### config.mk
export PLATFORM = sky130hd
export DESIGN_NAME = lbsc_core
export DESIGN_NICKNAME = d
export VERILOG_FILES = /design/src/logic/lbsc_pkg.sv /design/src/logic/lbsc_core.sv
export VERILOG_INCLUDE_DIRS = /design/src /design/src/logic
export SDC_FILE = /design/constraint.sdc
export NUM_CORES = 1
export LEC_CHECK = 0
export BUFFER_PORTS_ARGS = -buffer_cell sky130_fd_sc_hd__buf_2
export CORE_MARGIN = 2
export CORE_UTILIZATION = 38
export CTS_CLUSTER_DIAMETER = 30
export DETAILED_ROUTE_END_ITERATION = 10
export REMOVE_ABC_BUFFERS = 1
export SLEW_MARGIN = 15
export SYNTH_ARGS = -nofsm -noshare
export SYNTH_HDL_FRONTEND = slang
export SYNTH_SLANG_ARGS = --single-unit
### constraint.sdc
create_clock -name clk_i -period 1.95 [get_ports clk_i]
set_input_delay 0 -clock clk_i [delete_from_list [all_inputs] [get_ports clk_i]]
set_output_delay 0 -clock clk_i [all_outputs]
set_load 0.01 [all_outputs]
### src/logic/lbsc_defines.svh
`ifndef LBSC_DEFINES_SVH
`define LBSC_DEFINES_SVH
// Channel count
`define LBSC_NCH       12
// Register byte offsets
`define LBSC_OFF_CTRL  8'h00
`define LBSC_OFF_DIM   8'h04
`define LBSC_OFF_GEN   8'h08
`define LBSC_OFF_OPEN  8'h0C
`define LBSC_OFF_SHRT  8'h10
`define LBSC_OFF_TRCE  8'h14
// Control register fields
`define LBSC_CTRL_GO   0
`define LBSC_CTRL_OVTH 1
`define LBSC_CTRL_STH  2
`define LBSC_CTRL_SHOP 3
// General status fields
`define LBSC_GEN_WARN  0
`define LBSC_GEN_SHDN  1
`define LBSC_GEN_OPEN  2
`define LBSC_GEN_SHRT  3
`define LBSC_GEN_TRCE  4
// Reset values
`define LBSC_RST_CTRL  4'h0
`define LBSC_RST_CH    12'h000
`endif

### src/logic/lbsc_pkg.sv
`default_nettype none
`include "lbsc_defines.svh"
package lbsc_pkg;
  typedef logic [`LBSC_NCH-1:0] lbsc_ch_t;
  // Wishbone request from the master
  typedef struct packed {
    logic        cyc;
    logic        stb;
    logic        we;
    logic [7:0]  adr;
    logic [3:0]  sel;
    logic [31:0] dat;
  } lbsc_wb_req_s;
  // Wishbone answer to the master
  typedef struct packed {
    logic        ack;
    logic [31:0] dat;
  } lbsc_wb_rsp_s;
  // Whole state of the control core
  typedef struct packed {
    logic     go_en;
    logic     ovth_hi;
    logic     sth_hi;
    logic     shdn_open;
    lbsc_ch_t dim_en;
    lbsc_ch_t stat_open;
    lbsc_ch_t stat_short;
    lbsc_ch_t stat_trace;
    logic     warn;
    logic     shdn;
    lbsc_ch_t olatch;
    lbsc_ch_t sw_open;
    lbsc_ch_t req_q;
    lbsc_ch_t so1;
    lbsc_ch_t so2;
    lbsc_ch_t ss1;
    lbsc_ch_t ss2;
    lbsc_ch_t st1;
    lbsc_ch_t st2;
    logic     ack;
    logic [31:0] rdat;
  } lbsc_state_s;
endpackage : lbsc_pkg
`default_nettype wire

### src/logic/lbsc_core.sv
// Added by the designer: the placing of the registers and register access over Wishbone.
`default_nettype none
`include "lbsc_defines.svh"
module lbsc_core (
  input  wire logic                  clk_i,          // 10 MHz clock
  input  wire logic                  rst_i,          // Power-on reset
  input  wire logic                  pgood_i,        // Supply good
  input  wire logic                  en_i,           // Enable pin
  input  wire lbsc_pkg::lbsc_wb_req_s wb_i,          // Wishbone request
  output      lbsc_pkg::lbsc_wb_rsp_s wb_o,          // Wishbone answer
  input  wire lbsc_pkg::lbsc_ch_t    pwm_open_i,     // PWM asks switch open
  input  wire lbsc_pkg::lbsc_ch_t    duty_zero_i,    // Duty is zero
  input  wire lbsc_pkg::lbsc_ch_t    duty_full_i,    // Duty is 100%
  input  wire lbsc_pkg::lbsc_ch_t    cmp_open_i,     // Overvoltage comparator
  input  wire lbsc_pkg::lbsc_ch_t    cmp_short_i,    // Below-short comparator
  input  wire lbsc_pkg::lbsc_ch_t    cmp_trace_i,    // Low-current comparator
  input  wire logic                  thermal_warning_flag_i,      // Die above warning
  input  wire logic                  thermal_shutdown_flag_i,      // Die above shutdown
  output      lbsc_pkg::lbsc_ch_t    sw_closed_o,    // Bypass switch closed
  output      logic                  ovth_sel_o,     // Open threshold 9.0V
  output      logic                  sth_sel_o,      // Short threshold 4.4V
  output      logic                  fault_alert_n_o, // Fault pin level
  output      logic                  fault_alert_oe_o // Fault pin driven low
);
  import lbsc_pkg::*;

  lbsc_state_s s;
  lbsc_state_s next_s;

  // ----------------------------------------
  // Helper terms
  // ----------------------------------------
  logic     run;
  logic     live;
  logic     wr_ok;
  logic     bus_go;
  lbsc_ch_t open_req;
  lbsc_ch_t req_rise;
  logic [4:0] gen;

  // Supply and enable gate the core, but not bus reads or the shutdown drive of the fault pin
  assign live   = pgood_i & en_i;
  // LED faults count only while switching runs
  assign run    = live & s.go_en;
  assign bus_go = wb_i.cyc & wb_i.stb & ~s.ack;
  assign wr_ok  = bus_go & wb_i.we & wb_i.sel[0] & live;
  // PWM request only honoured for dimming-enabled channels
  assign open_req = pwm_open_i & s.dim_en & {`LBSC_NCH{run}};
  assign req_rise = open_req & ~s.req_q;

  // General status summary
  assign gen = {|s.stat_trace, |s.stat_short, |s.stat_open, s.shdn, s.warn};

  // ----------------------------------------
  // Next state
  // ----------------------------------------
  always_comb begin
    next_s = s;
    // Comparator synchronisers, first stage read only by second
    next_s.so1 = cmp_open_i;
    next_s.so2 = s.so1;
    next_s.ss1 = cmp_short_i;
    next_s.ss2 = s.ss1;
    next_s.st1 = cmp_trace_i;
    next_s.st2 = s.st1;
    next_s.req_q = open_req;
    // Bus answer one cycle after request
    next_s.ack  = bus_go;
    next_s.rdat = 32'h0000_0000;
    if (bus_go && !wb_i.we) begin
      case (wb_i.adr)
        `LBSC_OFF_CTRL: next_s.rdat = {28'h0, s.shdn_open, s.sth_hi, s.ovth_hi, s.go_en};
        `LBSC_OFF_DIM:  next_s.rdat = {20'h0, s.dim_en};
        `LBSC_OFF_GEN:  next_s.rdat = {27'h0, gen};
        `LBSC_OFF_OPEN: next_s.rdat = {20'h0, s.stat_open};
        `LBSC_OFF_SHRT: next_s.rdat = {20'h0, s.stat_short};
        `LBSC_OFF_TRCE: next_s.rdat = {20'h0, s.stat_trace};
        default:        next_s.rdat = 32'h0000_0000;
      endcase
      // Reads clear status; fresh events below set again
      case (wb_i.adr)
        `LBSC_OFF_GEN: begin
          next_s.warn = 1'b0;
          next_s.shdn = 1'b0;
        end
        `LBSC_OFF_OPEN: next_s.stat_open  = '0;
        `LBSC_OFF_SHRT: next_s.stat_short = '0;
        `LBSC_OFF_TRCE: next_s.stat_trace = '0;
        default: begin
        end
      endcase
    end
    // Register writes from the host
    if (wr_ok) begin
      case (wb_i.adr)
        `LBSC_OFF_CTRL: begin
          next_s.go_en     = wb_i.dat[`LBSC_CTRL_GO];
          next_s.ovth_hi   = wb_i.dat[`LBSC_CTRL_OVTH];
          next_s.sth_hi    = wb_i.dat[`LBSC_CTRL_STH];
          next_s.shdn_open = wb_i.dat[`LBSC_CTRL_SHOP];
        end
        `LBSC_OFF_DIM: begin
          if (wb_i.sel[1]) begin
            next_s.dim_en = wb_i.dat[`LBSC_NCH-1:0];
          end else begin
            next_s.dim_en[7:0] = wb_i.dat[7:0];
          end
        end
        default: begin
        end
      endcase
    end
    // Thermal events; set wins over read clear
    if (thermal_warning_flag_i) begin
      next_s.warn = 1'b1;
    end
    if (thermal_shutdown_flag_i) begin
      next_s.shdn = 1'b1;
    end
    // Per-channel switch and diagnostics, fully independent
    for (int c = 0; c < `LBSC_NCH; c++) begin
      // New open request releases the open-LED latch
      if (req_rise[c]) begin
        next_s.olatch[c] = 1'b0;
      end
      // Open LED seen on an open switch: close and flag
      if (run && s.sw_open[c] && !duty_zero_i[c] && s.so2[c]) begin
        next_s.olatch[c]    = 1'b1;
        next_s.stat_open[c] = 1'b1;
      end
      // Switch follows PWM unless latched by protection
      next_s.sw_open[c] = open_req[c] & ~next_s.olatch[c];
      if (thermal_shutdown_flag_i) begin
        next_s.sw_open[c] = s.shdn_open & live;
      end
      // Short sampled as the LED-on pulse ends
      if (run && s.sw_open[c] && !next_s.sw_open[c]
          && !duty_zero_i[c] && s.ss2[c]) begin
        next_s.stat_short[c] = 1'b1;
      end
      // Low current sampled just before the closed switch opens
      if (run && req_rise[c] && !s.sw_open[c]
          && !duty_full_i[c] && s.st2[c]) begin
        next_s.stat_trace[c] = 1'b1;
      end
    end
    // Supply loss or enable low: back to defaults
    if (!live) begin
      next_s.go_en      = 1'b0;
      next_s.ovth_hi    = 1'b0;
      next_s.sth_hi     = 1'b0;
      next_s.shdn_open  = 1'b0;
      next_s.dim_en     = `LBSC_RST_CH;
      next_s.stat_open  = `LBSC_RST_CH;
      next_s.stat_short = `LBSC_RST_CH;
      next_s.stat_trace = `LBSC_RST_CH;
      next_s.warn       = 1'b0;
      next_s.shdn       = 1'b0;
      next_s.olatch     = `LBSC_RST_CH;
      next_s.sw_open    = `LBSC_RST_CH;
    end
  end

  // ----------------------------------------
  // State register
  // ----------------------------------------
  always_ff @(posedge clk_i) begin
    if (rst_i) begin
      s <= '0;
    end else begin
      s <= next_s;
    end
  end

  // ----------------------------------------
  // Outputs
  // ----------------------------------------
  // Wishbone answer
  assign wb_o.ack = s.ack;
  assign wb_o.dat = s.rdat;
  // Switch drive and threshold selects
  assign sw_closed_o = ~s.sw_open;
  assign ovth_sel_o  = s.ovth_hi;
  assign sth_sel_o   = s.sth_hi;
  // Open-drain fault pin, low while any general bit stands
  assign fault_alert_n_o  = 1'b0;
  assign fault_alert_oe_o = (gen != 5'h00) | thermal_shutdown_flag_i;
endmodule // lbsc_core
`default_nettype wire

Word level (Yosys, flattened, before mapping)
Index checks and enable logic that the tools add are counted.
- bitwise gates (word level): 41
- reduce and logical (&&, ||, !) cells: 294
- equality and inequality tests: 5
- muxes and demuxes: 80
- operators by type and width (operator ; number):
    2-bit nonzero test ; 76
    1-bit logical AND ; 121
    2-bit AND reduction ; 40
    1-bit two-way mux ; 74
    12-bit case mux with 6 select lines ; 1
    1-bit logical NOT ; 49
    38-bit two-way mux ; 1
    12-bit bitwise AND ; 3
    12-bit two-way mux ; 3
    12-bit OR reduction ; 3
    12-bit NOT ; 2
    1-bit bitwise AND ; 20
    8-bit by 4-bit == test with 1-bit output, second input constant ; 2
    8-bit by 5-bit == test with 1-bit output, second input constant ; 2
    1-bit NOT ; 15
    8-bit by 3-bit == test with 1-bit output, second input constant ; 1
    8-bit logical NOT ; 1
    5-bit nonzero test ; 1
    2-bit OR reduction ; 2
    3-bit AND reduction ; 1
    2-bit two-way mux ; 1
    1-bit bitwise OR ; 1
- logic and storage cells: 475
- bits of input ports: 125
- flip-flop bits (word level): 195

Longest topological paths before layout
Gate-level depths: netlist of run 1.
- depth in word-level cells: 15
- depth in mapped cells: 7
- gate-level depth less buffers: 4

Least setup slack after synthesis of run 1
No wires, ideal clock.
- path kind: register to register
- from: register s[194] (netlist bit)
- to: register s[130] (netlist bit)
- period minus slack after synthesis: 1.659 ns
- cell stages (with the launch flop): 8
- data arrival time: 1.527 ns
- slack: 0.291 ns
- buffers on the path: 3
- cells stage by stage: dfxtp_1 -> and3_1 -> clkbuf_1 -> clkbuf_1 -> clkbuf_1 -> nand3_1 -> o21ai_0 -> a21oi_1
- longest elaborated chain between the ends: 5
- ends and longest elaborated chain (item ; RTL line ; source):
    start, declared ; lbsc_core.sv:27 ; lbsc_state_s s;
    start signal, assigned ; lbsc_core.sv:171 ; s <= next_s;
    1-bit bitwise AND * ; lbsc_core.sv:44 ; assign run = live & s.go_en;
    12-bit bitwise AND / 1-bit logical AND (equally long branches) ; lbsc_core.sv:48, lbsc_core.sv:127 ;
    12-bit bitwise AND / 1-bit logical AND (equally long branches) ; lbsc_core.sv:49, lbsc_core.sv:127 ;
    1-bit two-way mux / 1-bit logical AND (equally long branches) ; lbsc_core.sv:123, lbsc_core.sv:127 ;
    1-bit two-way mux * ; lbsc_core.sv:127 ; if (run && s.sw_open[c] && !duty_zero_i[c] && s.so2[c]) begin
Mark *: on every way between the ends. The rest lies on a longest branch, timed or not.
A chain may end at the register's enable or synchronous reset.

Worst setup path in the final report of run 1
- from: input wb_i[37] (netlist bit)
- to: register s[188] (netlist bit)
- longest elaborated chain between the ends: 2
- ends and longest elaborated chain (item ; RTL line ; source):
    start, declared ; lbsc_core.sv:9 ; input wire lbsc_pkg::lbsc_wb_req_s wb_i,
    8-bit by 3-bit == test with 1-bit output ; lbsc_core.sv:95 ; case (wb_i.adr)
    3-bit AND reduction (no line) ; n/a ;
No other way between the ends.

==> impl_metrics.tcl, run 1 <==
set metrics [dict create \
    stdcell_area_um2 9000 \
    grtUsageTotal_pct 20.3 \
    drt_iter0_drc 418 \
    grt_pass1_wl_mm 28.6 \
    crit_path_end_kind "register" \
    ys_seq_area_share_pct 52.5 \
    syn_area_um2 6680 \
    mostFrequentLayoutCells "175 x dfxtp_1, 130 x buf_2, 93 x dlygate4sd3_1, 73 x nor2b_1, 65 x a21oi_1" \
    root_buffer "clkbuf_16" \
    setup_viol 0 \
    htree_num_levels 4 \
    drive_above_1_share_pct 23.5 \
    via_per_inst 4.93 \
    wl_per_cell_um 16.3 \
    leakage_uw 0.00352 \
    clk_pin_slew_worst_paths_ps 60 \
    ys_seq_elements 175 \
    cts_tree "yes" \
    relSlewSlack_pct 38.0 \
    period_share_pct 97.6 \
    dpl_cell_area_um2 7480 \
    die_w_um 137 \
    n_antenna_cell 0 \
    crit_path_start "wb_i[37]" \
    required_ps 2310 \
    rows 48 \
    via_count 5657 \
    drv_slew 0 \
    fmax_mhz 525 \
    die_h_um 137 \
    reg2reg_depth 6 \
    whs_ps 81.6 \
    r2r-end "s[188]" \
    hpwlAfterDp_mm 12.7 \
    ant_nets 0 \
    critPathKind "in -> reg" \
    area_growth_syn_to_layout_pct 34.7 \
    clockBufferDepth 2 \
    place.gp.congestion 0.896 \
    drc_errors 0 \
    ioPinCount 174 \
    async_flop_share_pct 0 \
    crit_fanout 15 \
    grt_overflow 0 \
    cp.arrival_ps 2260 \
    ys.warnings.count 0 \
    status "finished, final reports clean" \
    power_density_nw_per_um2 822 \
    synth_cell_types 45 \
    start_util_pct 38.7 \
    grt_pass1_vias 5421 \
    grt_start_max_net_pins 86 \
    rrSetupSlack_ps 100 \
    synth_edf_count 0 \
    crit_path_end "s[188]" \
    drv_cap 0 \
    postLayoutCoreUtil_pct 52.2 \
    clock-sinks 175 \
    hold_viol 0 \
    critPathLaunchType "input pin" \
    grt_setup_unrepaired "false" \
    cts_made_buffers 17 \
    coreArea_um2 17200 \
    fin_crit_ps 1900 \
    first_pass_iters 6 \
    syn_area_per_cell_um2 9.68 \
    final_common_cell "dfxtp_1" \
    r2r-start "wb_o[32]" \
    nets 1034 \
    syn_inst 690 \
    finClkSkew_ps 10.9 \
    hold_path_class "in -> reg" \
    numPortBuffers 130 \
    antenna_found_initial 0 \
    die_area_um2 18600 \
    wl_mm 18.7 \
    tightest_slew_ps 926 \
    ys.flop_type "dfxtp_1" \
    peakVddDrop_mv 0.623 \
    clkLatencyLatePin_ps 430 \
]
-- metrics by stage --
| step | worst slack (ps) | total power, uW | setup TNS, ps | cells |
|---|---|---|---|---|
| after floorplan | -579 | 3870 | -7070 | 638 |
| after global placement | 103 | 4090 | 0 | 1021 |
| after detailed placement | 24.3 | 4090 | 0 | 1021 |
| after CTS | 56.6 | 7460 | 0 | 1144 |
| after global routing | 13.1 | 7660 | 0 | 1147 |
| final | 46.8 | 7390 | 0 | 1147 |
-- worst min path at each step --
stage | to | depth (start not counted) | from | slack, ps
2_1_floorplan | next_s[33] | 1 | rst_i | 70
3_3_place_gp | next_s[63] | 2 | cmp_short_i[6] | 210
3_5_place_dp | next_s[91] | 2 | cmp_open_i[10] | 210
4_1_cts | wb_o[32] | 3 | wb_i[45] | 20
5_1_grt | wb_o[0] | 4 | wb_i[39] | 110
6_report | wb_o[0] | 4 | wb_i[39] | 80
-- power by group --
group / leakage (uW) / internal, uW / switching (uW)
clock network: 0.000272 / 1830 / 1420
registers: 0.00143 / 3640 / 15.1
logic: 0.00182 / 270 / 220
total: 0.00352 / 5740 / 1650
-- routing by layer --
metal	wire, um	part of all wire (%)	up-vias	global-route usage (%)
met3	1070	5.7	20	3.96
met4	322	1.7	0	6.71
met1	8630	46	2626	27.0
met2	8660	46	182	33.1
li1	-	-	2829	-
met5	0	0	-	0
-- Yosys cell counts, types with 2 or more instances --
library cell	count	area share, %
a31oi_1	13	1.2
or2_2	2	0.19
a2111oi_2	7	1.6
a222oi_1	2	0.30
nand3b_1	3	0.34
clkbuf_1	29	1.6
nand4b_1	24	3.1
and3_1	14	1.3
buf_1	4	0.22
inv_1	13	0.73
a22o_1	12	1.6
o21ai_0	26	1.9
mux2_2	11	1.9
and4b_1	14	2.1
mux2i_1	8	1.2
nand3_1	23	1.7
nor4_1	10	0.94
nor2_1	49	2.8
nand2_1	33	1.9
a21oi_1	65	4.9
dfxtp_1	175	52
a22oi_1	9	1.0
nand4_1	7	0.66
a2111oi_0	2	0.26
nor2b_1	73	6.8
or4_1	2	0.22
or3_1	2	0.19
nor3_1	4	0.30
buf_4	38	4.3
-- layout make-up --
cell class	count	area (um2)
clock buffer	20	457
clock inverter	12	111
fill	1629	8240
inverter	13	48.8
multi-input combinational	450	2790
sequential	175	3500
tap	225	282
timing repair buffer	252	1800
-- logic make-up after synthesis --
logic type	Yosys count	synth area share [%]
other cells	1	0.0562
flops	175	52.5
buf+inv	85	6.93
compound gates	139	13.1
simple gates	271	24.4
mux	19	3.05
-- sequential cells by signal (all words and copies together), names as in the netlist --
name	cells
gen	2
next_s	36
ovth_sel_o	1
s	122
sth_sel_o	1
wb_o	13
-- worst max-delay path, cell delays in order --
cell,delay (ps)
dlygate4sd3_1,570
buf_2,160
nor3b_2,200
nor3b_2,250
buf_6,210
nand4_1,120
dlygate4sd3_1,590
a21oi_1,140
-- timing repair --
item | CTS | global route
endpoints found under the hold margin | 103 | 1
hold buffers | 91 | 2
setup endpoints to repair | 0 | 4
gates resized for setup | 0 | 2
buffers inserted | 0 | 1
No activity file was read; power rests on OpenSTA's default activity.
==> inputs of run 2 (changes only) <==
- PLACE_DENSITY: unset -> 0.57
==> impl_metrics.tcl, run 2 (synthesis results as in run 1) <==
set metrics [dict create \
    status "finished, final reports clean" \
    drt_iter0_drc 346 \
    ff_latch_area_um2 3500 \
    internal_power_uw 6200 \
    swShare_pct 21.6 \
    clockPowerShare_pct 47.4 \
    multi_input_area_um2 2800 \
    clockBufferDepth 2 \
    grt_pass1_wl_mm 30.4 \
    mostFrequentLayoutCells "175 x dfxtp_1, 130 x buf_2, 98 x dlygate4sd3_1, 73 x nor2b_1, 65 x a21oi_1" \
    place_ws_ps 74.1 \
    power_frac_seq_pct 46.2 \
    critPathSlowestCell "or4_1" \
    slowest_delay_ps 630 \
    root_buffer "clkbuf_16" \
    period_share_pct 95.7 \
    r2r-end "s[189]" \
    whs_endpoint "gen[1]" \
    hold_viol 0 \
    drc_errors 0 \
    n_antenna_cell 0 \
    via_count 5816 \
    holdPathStages 3 \
    cts_tree "yes" \
    drv_cap 0 \
    clkLatencyLatePin_ps 430 \
    top_register "s" \
    fin_ws_ps 84.4 \
    stdcell_area_um2 9210 \
    crit_fanout 14 \
    drive_above_1_share_pct 24.2 \
    wl_mm 19.8 \
    grt_overflow 0 \
    cp.arrival_ps 2240 \
    critPathBufInv 4 \
    power_density_nw_per_um2 860 \
    hpwlAfterDp_mm 13.8 \
    start_util_pct 38.7 \
    finClkSkew_ps 10.2 \
    grt_setup_unrepaired "false" \
    peakVddDrop_mv 0.617 \
    htree_num_levels 4 \
    hold_path_class "in -> reg" \
    crit_family "buffers and inverters" \
    leakage_uw 0.00364 \
    reg2reg_depth 5 \
    ant_nets 0 \
    coreArea_um2 17200 \
    relSlewSlack_pct 50.8 \
    first_pass_iters 7 \
    final_common_cell "dfxtp_1" \
    clock-sinks 175 \
    crit_top_cell "buf_4" \
    area_growth_syn_to_layout_pct 37.9 \
    cp_cell_sequence "buf_2 -> or4_1 -> nor3b_2 -> buf_4 -> buf_4 -> nand4_1 -> dlygate4sd3_1 -> a21oi_1" \
    fmax_mhz 536 \
    rrSetupSlack_ps 140 \
    finalPower_uw 7910 \
    die_w_um 137 \
    critPathLaunchType "input pin" \
    grt_start_max_net_pins 75 \
    required_ps 2320 \
    antenna_found_initial 0 \
    ioPinCount 174 \
    dpl_cell_area_um2 7540 \
    cts_made_buffers 17 \
    die_h_um 137 \
    wl_per_cell_um 17.1 \
    postLayoutCoreUtil_pct 53.4 \
    whs_ps 71.1 \
    grt_pass1_vias 5685 \
    critPathKind "in -> reg" \
    nets 1046 \
    r2r-start "wb_o[32]" \
    die_area_um2 18600 \
    largest_reg_flops 122 \
    hp-start "thermal_shutdown_flag_i" \
    numPortBuffers 130 \
    setup_viol 0 \
    fill_cells 1568 \
    grtUsageTotal_pct 21.8 \
    via_per_inst 5.02 \
    crit_path_end_kind "register" \
    tightest_slew_ps 738 \
    switching_power_uw 1710 \
    drv_slew 0 \
    p_comb_share_pct 6.4 \
    fin_crit_ps 1870 \
    clk_pin_slew_worst_paths_ps 70 \
    place.gp.congestion 0.883 \
    rows 48 \
]
-- run 2: area by class of cell --
class | count | share of cell area, %
clock inverter | 12 | 2.09
multi-input combinational | 450 | 30.4
timing repair buffer | 264 | 20.8
inverter | 13 | 0.530
tap | 225 | 3.06
sequential | 175 | 38.0
clock buffer | 20 | 5.07
-- run 2: power by group through the flow --
stage	Combinational (uW)	Sequential (uW)	Clock (uW)
floorplan	132	3740	0
global placement	347	3740	0
detailed placement	353	3740	0
CTS	496	3660	3830
global route	550	3670	3960
finish	503	3660	3750
-- run 2: worst min-delay path, delay by kind of cell --
family / cells / cell delay, ps
buffers and inverters: 1 / 220
AND/OR/NAND/NOR: 1 / 50
AO/OA/AOI/OAI: 1 / 180
-- run 2: worst max-delay path by stage --
stage / startpoint / endpoint / slack (ps) / depth (start not counted)
3_3_place_gp: wb_i[43] / wb_o[1] / 90 / 6
6_report: wb_i[41] / s[189] / 80 / 8
5_1_grt: s[158] / fault_alert_oe_o / 6 / 5
2_1_floorplan: rst_i / s[155] / -580 / 3
4_1_cts: wb_o[32] / s[188] / 70 / 5
3_5_place_dp: wb_i[43] / wb_o[1] / 70 / 6
-- run 2: timing repair --
action / CTS / global route
resized for setup: 0 / 3
endpoints found under the setup margin: 0 / 5
hold endpoints to repair: 108 / 0
hold buffers: 98 / 0
setup buffers: 0 / 2
-- run 2: metal layers --
layer  part of all wire, %  global-route usage [%]
met1                    47                    28.5
met2                    46                    35.5
met3                   5.3                    4.52
met4                   1.9                    8.04
met5                     0                       0
-- run 2: metrics by stage --
step	instances	TNS [ps]
floorplan	638	-7070
global placement	1027	0
detailed placement	1027	0
CTS	1157	0
global route	1159	0
finish	1159	0
